===== src/rtl/ohc_consts.vh =====
// Constants for the on/off hysteresis regulator
`ifndef OHC_CONSTS_VH
`define OHC_CONSTS_VH
`define OHC_NCH          4
`define OHC_VW           16
`define OHC_HYS_DEF      16'h000a
`define OHC_HYS_MIN      16'h0001
`define OHC_HYS_MAX      16'h270f
`define OHC_DB_DEF       16'h0000
`define OHC_DB_MIN       16'hf831
`define OHC_DB_MAX       16'h270f
`define OHC_ACT_DEF      1'b0
`define OHC_MODE_DEF     1'b1
`define OHC_PERIOD_NS    1000
`define OHC_CLK_NS       10
`define OHC_PERIOD_CYC   16'h0064
`endif


===== src/rtl/ohc_channel.v =====
// One channel of on/off comparison with hysteresis and dead band
`timescale 1ns/1ps
module ohc_channel (
  input  wire               mclk,
  input  wire               reset,
  input  wire               tick,
  input  wire signed [15:0] pv,
  input  wire signed [15:0] sp,
  input  wire        [15:0] hys_heat,
  input  wire        [15:0] hys_cool,
  input  wire signed [15:0] dead_band,
  input  wire               action_direct,
  input  wire               heat_cool_type,
  output reg                heat_out_reg,
  output reg                cool_out_reg
);
  // Widened to 18 bits so no sum can wrap
  wire signed [17:0] pv_w  = {{2{pv[15]}}, pv};
  wire signed [17:0] sp_w  = {{2{sp[15]}}, sp};
  wire signed [17:0] hh_w  = {2'b00, hys_heat};
  wire signed [17:0] hc_w  = {2'b00, hys_cool};
  wire signed [17:0] db_w  = {{2{dead_band[15]}}, dead_band};
  // Heating side: off above heat_sp, back on below heat_sp - hys
  wire signed [17:0] heat_sp = heat_cool_type ? (sp_w - (db_w >>> 1)) : sp_w;
  wire signed [17:0] cool_sp = sp_w + (db_w >>> 1);
  wire heat_off = pv_w > heat_sp;
  wire heat_on  = pv_w < heat_sp - hh_w;
  // Cooling side mirrors heating about its own threshold
  wire cool_on  = pv_w > cool_sp;
  wire cool_off = pv_w < cool_sp - hc_w;
  reg heat_next;
  reg cool_next;
  reg fwd_next;

  // Single output: direct action swaps the sense, heat hysteresis kept
  always @* begin
    heat_next = heat_out_reg;
    cool_next = cool_out_reg;
    fwd_next  = heat_out_reg;
    if (heat_cool_type) begin
      // Dead band splits the thresholds so heating stays off inside it; cooling holds until hys_cool below cool_sp
      if (heat_off) heat_next = 1'b0;
      else if (heat_on) heat_next = 1'b1;
      if (cool_off) cool_next = 1'b0;
      else if (cool_on) cool_next = 1'b1;
    end else begin
      cool_next = 1'b0;
      if (!action_direct) begin
        if (heat_off) fwd_next = 1'b0;
        else if (heat_on) fwd_next = 1'b1;
      end else begin
        if (pv_w < sp_w) fwd_next = 1'b0;
        else if (pv_w > sp_w + hh_w) fwd_next = 1'b1;
      end
      heat_next = fwd_next;
    end
  end

  // Outputs clear on reset, otherwise move only on the control period tick
  always @(posedge mclk) begin
    if (reset) begin
      heat_out_reg <= 1'b0;
      cool_out_reg <= 1'b0;
    end else if (tick) begin
      heat_out_reg <= heat_next;
      cool_out_reg <= cool_next;
    end
  end
endmodule // ohc_channel


===== src/rtl/ohc_top.v =====
// On/off hysteresis temperature regulator, four channels
// How it works
// - In reverse action the output goes off above the set point, on below.
// - The output returns only once the value is a hysteresis below set point.
// - Action selector 0 is reverse, 1 is direct, default 0.
// - Regulation selector 0 is on/off, 1 is PID, default 1.
// - Heating and cooling each have their own hysteresis.
// - Standard control type uses the heating hysteresis either way.
// - Heating hysteresis 1..9999 tenths, default 10.
// - Cooling hysteresis 1..9999 tenths, default 10.
// - Heat/cool type holds heating off in a signed dead band; cooling stays on in it down to its hysteresis below the band top.
// - Selectors apply at restart; hysteresis and dead band at once.
// - Standard type reports the heating output state per channel.
// - Heat/cool type reports heating and cooling states per channel.
`timescale 1ns/1ps
`include "ohc_consts.vh"
module ohc_top (
  input  wire        mclk,
  input  wire        reset,
  input  wire        restart,
  input  wire [63:0] pv_flat,
  input  wire [63:0] sp_flat,
  input  wire [63:0] hys_heat_flat,
  input  wire [63:0] hys_cool_flat,
  input  wire [63:0] dead_band_flat,
  input  wire [3:0]  action_sel,
  input  wire [3:0]  regulation_mode_select,
  input  wire [3:0]  heat_cool_type,
  output reg  [3:0]  heat_out,
  output reg  [3:0]  cool_out,
  output reg  [3:0]  heat_status,
  output reg  [3:0]  cool_status,
  output reg  [3:0]  onoff_active,
  output reg         tick_out
);
  localparam [15:0] PERIOD_CYC = `OHC_PERIOD_CYC;
  reg  [15:0] period_cnt_reg;
  reg         tick_reg;
  reg  [3:0]  act_reg;
  reg  [3:0]  mode_reg;
  wire [3:0]  ch_heat;
  wire [3:0]  ch_cool;
  reg         tick_d_reg;

  // Control period divider
  always @(posedge mclk) begin
    if (reset) begin
      period_cnt_reg <= 16'h0000;
      tick_reg       <= 1'b0;
    end else if (period_cnt_reg == PERIOD_CYC - 16'h0001) begin
      period_cnt_reg <= 16'h0000;
      tick_reg       <= 1'b1;
    end else begin
      period_cnt_reg <= period_cnt_reg + 16'h0001;
      tick_reg       <= 1'b0;
    end
  end

  // Selectors latch only at reset or restart, never mid-run
  always @(posedge mclk) begin
    if (reset) begin
      act_reg  <= {4{`OHC_ACT_DEF}};
      mode_reg <= {4{`OHC_MODE_DEF}};
    end else if (restart) begin
      act_reg  <= action_sel;
      mode_reg <= regulation_mode_select;
    end
  end

  genvar i;
  generate
    for (i = 0; i < `OHC_NCH; i = i + 1) begin : g_ch
      // Out-of-range hysteresis clamped; dead band clamped to its span
      wire [15:0] hh_raw = hys_heat_flat[16*i +: 16];
      wire [15:0] hc_raw = hys_cool_flat[16*i +: 16];
      wire signed [15:0] db_raw = dead_band_flat[16*i +: 16];
      wire [15:0] hh = (hh_raw < `OHC_HYS_MIN) ? `OHC_HYS_MIN :
                       (hh_raw > `OHC_HYS_MAX) ? `OHC_HYS_MAX : hh_raw;
      wire [15:0] hc = (hc_raw < `OHC_HYS_MIN) ? `OHC_HYS_MIN :
                       (hc_raw > `OHC_HYS_MAX) ? `OHC_HYS_MAX : hc_raw;
      wire signed [15:0] db_lo = `OHC_DB_MIN;
      wire signed [15:0] db_hi = `OHC_DB_MAX;
      wire signed [15:0] db = (db_raw < db_lo) ? db_lo :
                              (db_raw > db_hi) ? db_hi : db_raw;
      // Settings used live, so changes apply at the next period
      ohc_channel u_ch (
        .mclk           (mclk),
        .reset          (reset | mode_reg[i] | restart),
        .tick           (tick_reg),
        .pv             (pv_flat[16*i +: 16]),
        .sp             (sp_flat[16*i +: 16]),
        .hys_heat       (hh),
        .hys_cool       (hc),
        .dead_band      (db),
        .action_direct  (act_reg[i]),
        .heat_cool_type (heat_cool_type[i]),
        .heat_out_reg   (ch_heat[i]),
        .cool_out_reg   (ch_cool[i])
      );
    end
  endgenerate

  // Outputs and status registered together after each evaluation
  always @(posedge mclk) begin
    if (reset) begin
      heat_out     <= 4'h0;
      cool_out     <= 4'h0;
      heat_status  <= 4'h0;
      cool_status  <= 4'h0;
      onoff_active <= 4'h0;
      tick_out     <= 1'b0;
      tick_d_reg   <= 1'b0;
    end else begin
      tick_d_reg   <= tick_reg;
      tick_out     <= tick_reg;
      onoff_active <= ~mode_reg;
      if (tick_d_reg) begin
        heat_out    <= ch_heat;
        cool_out    <= ch_cool & heat_cool_type;
        heat_status <= ch_heat;
        cool_status <= ch_cool & heat_cool_type;
      end
    end
  end
endmodule // ohc_top


===== config.mk =====
export PLATFORM = sky130hd
export DESIGN_NAME = ohc_top
export DESIGN_NICKNAME = d
export VERILOG_FILES = /design/src/rtl/ohc_channel.v /design/src/rtl/ohc_top.v
export VERILOG_INCLUDE_DIRS = /design/src /design/src/rtl
export SDC_FILE = /design/constraint.sdc
export NUM_CORES = 1
export LEC_CHECK = 0
export BUFFER_PORTS_ARGS = -buffer_cell sky130_fd_sc_hd__buf_2
export CORE_MARGIN = 10
export CORE_UTILIZATION = 45
export CTS_BUF_LIST = sky130_fd_sc_hd__clkbuf_16
export CTS_CLUSTER_DIAMETER = 120
export DETAILED_ROUTE_END_ITERATION = 6
export PLACE_DENSITY_LB_ADDON = 0.05
export SKIP_CTS_REPAIR_TIMING = 1
export SLEW_MARGIN = 10
export SYNTH_ARGS = -nofsm -noshare
export SYNTH_HDL_FRONTEND = slang
export SYNTH_HIERARCHICAL = 1
export SYNTH_SLANG_ARGS = --single-unit

===== constraint.sdc =====
create_clock -name mclk -period 8.7 [get_ports mclk]
set_clock_uncertainty 0.1 [all_clocks]
set_input_delay 1.74 -clock mclk [delete_from_list [all_inputs] [get_ports mclk]]
set_output_delay 1.74 -clock mclk [all_outputs]
set_load 0.005 [all_outputs]

==> run_results.csv, run 1 <==
group,metric,value,unit
final_layout,largest_reg_flops,16,
setup_path,rr_endpoint,"period_cnt_reg[2]",
power,switching_power,2.03,mW
timing,tightest_slew,0.924,ns
final_layout,filler_cell_count,6809,
timing,rsz0062_at_grt,"no",
drt,wl_per_cell,16.9,um
job,maxCapViolCount,0,
setup_path,worst_path_most_repeated_cell,"ha_1",
cts,insertion_delay,0.30,ns
drt,via_per_inst,5.51,
power,power_frac_seq,0.057,
power,p_int,1.83,mW
setup_path,cp_slowest_cell,"or4_1",
cts,clkSinkCount,46,
drt,firstDrtPassIters,6,
setup_path,r2r_start,"period_cnt_reg[0]",
power,pwr-share-clk,0.054,
synth,ys_warn_count,6,
die,start_util,0.452,
die,ios,356,
die,die_w,277,um
global_routing,grt_pass1_vias,27400,
drt,wl,89000,um
drt,dr_total_vias,29000,
drt,route.detailed.drc,0,
setup_path,rrSetupSlack,6.82,ns
setup_path,cp.required,8.81,ns
timing,setup_slack,0.562,ns
setup_path,worstPathMaxFanout,10,
timing,tns,0,ns
power,swShare,0.526,
cts,htree_levels,2,
global_routing,grt_max_degree,40,
setup_path,worst_ep_arrival_time,8.25,ns
synth,synth_cells,4092,
setup_path,rr_worst_depth,5,
timing,finalCritPeriodShare,0.935,
setup_path,worst_setup_path_end_kind,"flop",
min_path,worst_hold_path.num_cells,1,
min_path,hp-class,"reg2reg",
timing,timing.fmax,0.123,GHz
cts,cts.path.max_buffers,2,
timing,slew_headroom,0.383,
drt,drtAntennaViolNets,0,
die,die-area,76600,um2
timing,hold_viol_final,0,
drt,first_iter_violations,1486,
die,core-area,65600,um2
cts,cts.clk_slew.worst_paths,0.08,ns
min_path,whs_endpoint,"onoff_active[3]",
global_routing,grt.overflow.total,0,
global_routing,grt_pass1_wl,142000,um
timing,min_period,8.14,ns
timing,finalSetupViolations,0,
cts,cts_made_buffers,5,
placed_design,place_ws,0.227,ns
setup_path,path_class,"in2reg",
power,irDropWorstVdd,69.7,uV
placed_design,portBuffers,351,
synth,syn_avg_cell_area,7.25,um2
min_path,min-delay-start,"mode_reg[3]",
final_layout,nets,5483,
power,combPwrFrac,0.889,
placed_design,hpwlAfterDp,78200,um
die,rows,94,
setup_path,start_kind,"primary input",
timing,finalMaxSlewViolations,0,
setup_path,critical_path.max_stage_delay,0.55,ns
cts,cts_tree,"yes",
final_layout,area_growth,9.30,%
die,dieHeight,277,um
outcome,outcome,"complete, no violations",
cts,cts-root-buf,"clkbuf_16",
global_routing,antenna_found_initial,5,
synth,netlist_area,29700,um2
final_layout,layout-drive-gt1-share,0.112,
power,p_leak,16.5,nW
global_routing,grt_util_all_layers,0.220,
placed_design,gp_congestion,0.914,
power,p_per_area,119,nW/um2
## per-stage QoR
step / instance area (um2) / hold slack [ns] / utilization / instances / power, mW
CTS: 32400 / 0.335 / 0.494 / 5264 / 3.87
global route: 32400 / 0.347 / 0.494 / 5264 / 4.40
detailed placement: 32300 / 0.322 / 0.492 / 5256 / 3.62
floorplan: 29800 / 0.300 / - / 4115 / 2.84
finish: 32400 / 0.330 / 0.494 / 5265 / 3.86
global placement: 32300 / 0.319 / 0.492 / 5256 / 3.61
## how the worst max path moves through the flow
stage,depth (start not counted),slack (ns),start,to
final,28,0.56,dead_band_flat[22],g_ch[1].u_ch/heat_out_reg
after global routing,30,0.06,dead_band_flat[31],g_ch[1].u_ch/heat_out_reg
after CTS,28,0.50,dead_band_flat[22],g_ch[1].u_ch/heat_out_reg
after detailed placement,28,0.23,dead_band_flat[22],g_ch[1].u_ch/heat_out_reg
after global placement,29,0.35,dead_band_flat[22],g_ch[1].u_ch/heat_out_reg
after floorplan,29,1.10,dead_band_flat[22],g_ch[1].u_ch/heat_out_reg
## power groups by stage
| stage | Clock (mW) | Sequential [mW] | Combinational, mW |
|---|---|---|---|
| 4_1_cts | 0.220 | 0.218 | 3.43 |
| 3_3_place_gp | 0 | 0.223 | 3.38 |
| 5_1_grt | 0.228 | 0.219 | 3.95 |
| 6_report | 0.209 | 0.218 | 3.43 |
| 2_1_floorplan | 0 | 0.222 | 2.62 |
| 3_5_place_dp | 0 | 0.223 | 3.40 |
## worst max-delay path: cells and delay by family
kind / cells / cell delay [ns]
compound gates: 13 / 2.82
fa+ha+maj: 4 / 1.27
buf+inv: 2 / 0.21
simple gates: 9 / 2.19
## cell usage in the layout, fill, tap and decap left out, drive strengths merged, types with 10 or more instances in the layout
master,count
ha,729
inv,484
buf,357
nor2,330
a21oi,307
nand2,241
o21ai,214
xnor2,146
a21o,133
nor3,122
xor2,115
nand4,83
nand3,79
nor2b,76
and2,72
nand2b,70
o21a,68
or3,67
a31oi,51
or2,49
dfxtp,46
mux2i,40
nor4,40
a211oi,38
o21bai,35
o31ai,35
and3,29
conb,24
o211ai,23
a2111oi,22
fa,20
a211o,18
mux2,18
nor3b,16
o31a,15
o2111ai,13
o311ai,12
nand3b,11
a221oi,10
## per-layer routing
metal	part of all wire	up-vias	wire length, um	GRT usage
met3	0.035	40	3100	0.0169
met4	0.0076	6	674	0.0212
met5	0.00034	-	30	0
met2	0.46	464	41000	0.381
li1	-	15400	-	-
met1	0.50	13100	44200	0.302
## cell type report
class / instances / area, um2 / area share
Clock inverter: 3 / 23.8 / 0.000733
Multi-Input combinational cell: 3505 / 26700 / 0.822
Tap cell: 864 / 1080 / 0.0333
Sequential cell: 46 / 921 / 0.0284
Antenna cell: 1 / 2.50 / 0.0000771
Timing Repair Buffer: 357 / 1800 / 0.0555
Clock buffer: 5 / 125 / 0.00386
Inverter: 484 / 1820 / 0.0560
Power figures use the tool's default switching activity.
==> inputs of run 2 (changes only) <==
--- a/config.mk
+++ b/config.mk
@@ -8,7 +8,7 @@
 export LEC_CHECK = 0
 export BUFFER_PORTS_ARGS = -buffer_cell sky130_fd_sc_hd__buf_2
 export CORE_MARGIN = 10
-export CORE_UTILIZATION = 45
+export CORE_UTILIZATION = 30
 export CTS_BUF_LIST = sky130_fd_sc_hd__clkbuf_16
 export CTS_CLUSTER_DIAMETER = 120
 export DETAILED_ROUTE_END_ITERATION = 6
==> run 2 against run 1 <==
Total power is 2.8% higher. Largest power group unchanged. Register-to-register slack worse by 0.07 ns. Maximum frequency is 1.8% lower. Via count rose by 0.64%. Critical endpoint unchanged. Final cell count grew 8.4%. Clock-buffer cell count unchanged. Combinational power grew 3%. Highest routed layer is now met4.
==> run_results.csv, run 2 (synthesized netlist as in run 1, its figures left out) <==
group,metric,value,unit
cts,cts_made_buffers,5,
die,die-area,112000,um2
power,power_frac_seq,0.055,
setup_path,worst_ep_arrival_time,8.42,ns
outcome,outcome,"complete, no violations",
setup_path,path_class,"in2reg",
setup_path,start_kind,"primary input",
drt,drtAntennaViolNets,0,
global_routing,antenna_found_initial,9,
timing,finalMaxSlewViolations,0,
setup_path,worst_path_most_repeated_cell,"ha_1",
power,p_per_area,120,nW/um2
job,maxCapViolCount,0,
power,irDropWorstVdd,76.4,uV
timing,finalCritPeriodShare,0.953,
power,swShare,0.534,
global_routing,grt_pass1_vias,29000,
cts,cts_tree,"yes",
timing,timing.fmax,0.121,GHz
setup_path,critical_path.max_stage_delay,0.59,ns
timing,hold_viol_final,0,
final_layout,layout_common_cells,"ha_1, inv_1, buf_2",
cts,clkSinkCount,46,
setup_path,worstPathMaxFanout,5,
drt,dr_total_vias,29200,
setup_path,cp_slowest_cell,"or4b_1",
die,rows,115,
drt,firstDrtPassIters,5,
die,core-area,98300,um2
cts,cts-root-buf,"clkbuf_16",
final_layout,filler_cell_count,10800,
setup_path,worst_setup_path_end_kind,"flop",
cts,cts.path.max_buffers,2,
drt,wl,103000,um
power,p_int,1.85,mW
timing,tns,0,ns
power,combPwrFrac,0.887,
global_routing,grt_max_degree,40,
final_layout,nets,5498,
power,p_leak,16.5,nW
drt,wl_per_cell,18.1,um
die,die_w,335,um
power,switching_power,2.12,mW
timing,slew_headroom,0.357,
timing,rsz0062_at_grt,"no",
setup_path,cp.required,8.83,ns
global_routing,grt_util_all_layers,0.178,
drt,first_iter_violations,1542,
drt,route.detailed.drc,0,
final_layout,fin_util,0.337,
drt,via_per_inst,5.11,
global_routing,grt.overflow.total,0,
final_layout,largest_reg_flops,16,
final_layout,final_common_cell,"ha_1",
power,pwr-share-clk,0.058,
timing,finalSetupViolations,0,
die,dieHeight,335,um
cts,cts.clk_slew.worst_paths,0.08,ns
placed_design,portBuffers,351,
global_routing,grt_pass1_wl,161000,um
final_layout,area_growth,11.5,%
cts,insertion_delay,0.33,ns
cts,htree_levels,2,
final_layout,layout-drive-gt1-share,0.114,
timing,tightest_slew,0.952,ns
min_path,hp-class,"reg2reg",
placed_design,hpwlAfterDp,91200,um
timing,min_period,8.29,ns
die,ios,356,
placed_design,gp_congestion,0.863,
die,start_util,0.302,
run 2: cell count changes in the layout (fill, tap and decap cells not counted), sizes merged:
cell and delta:
buf +15, diode +6
run 2: power by group through the flow:
stage | Combinational, mW | Clock [mW] | Sequential, mW
4_1_cts | 3.53 | 0.251 | 0.219
3_3_place_gp | 3.52 | 0 | 0.224
5_1_grt | 4.04 | 0.255 | 0.220
3_5_place_dp | 3.50 | 0 | 0.224
6_report | 3.52 | 0.231 | 0.219
2_1_floorplan | 2.62 | 0 | 0.222
run 2: worst paths after layout:
check | start | to | slack, ns | depth (start not counted)
worst min register to register | mode_reg[1] | onoff_active[1] | 0.34 | 1
worst max-delay path | dead_band_flat[26] | g_ch[1].u_ch/heat_out_reg | 0.41 | 30
worst max register to register | act_reg[1] | g_ch[1].u_ch/heat_out_reg | 6.75 | 7
worst min-delay path | mode_reg[1] | onoff_active[1] | 0.34 | 1
run 2: per-stage QoR:
| step | hold WS [ns] | setup WS [ns] | power (mW) | instance area (um2) | std cells |
|---|---|---|---|---|---|
| 3_5_place_dp | 0.334 | 0.142 | 3.72 | 32900 | 5694 |
| 3_3_place_gp | 0.329 | 0.280 | 3.74 | 32900 | 5694 |
| 5_1_grt | 0.373 | 0.0599 | 4.51 | 33100 | 5703 |
| 6_report | 0.340 | 0.410 | 3.96 | 33100 | 5709 |
| 4_1_cts | 0.348 | 0.481 | 4.00 | 33100 | 5702 |
| 2_1_floorplan | 0.300 | 1.10 | 2.84 | 29800 | 4115 |
run 2: cell type report:
class | instances | area [um2] | area share
Tap cell | 1287 | 1610 | 0.0487
Clock buffer | 5 | 125 | 0.00378
Multi-Input combinational cell | 3505 | 26700 | 0.806
Inverter | 484 | 1820 | 0.0549
Timing Repair Buffer | 372 | 1910 | 0.0579
Clock inverter | 3 | 23.8 | 0.000718
Sequential cell | 46 | 921 | 0.0278
Antenna cell | 7 | 17.5 | 0.000529
run 2: critical path, delay by kind of cell:
family          cells  cell delay, ns
simple gates       11            2.71
fa+ha+maj           4            1.16
buf+inv             2            0.20
compound gates     13            2.63
run 2: routing by layer:
metal	vias to the layer above	track usage	part of all wire
li1	15400	-	-
met1	13200	0.251	0.50
met2	503	0.299	0.45
met3	55	0.0130	0.039
met4	0	0.0224	0.010
met5	-	0	0
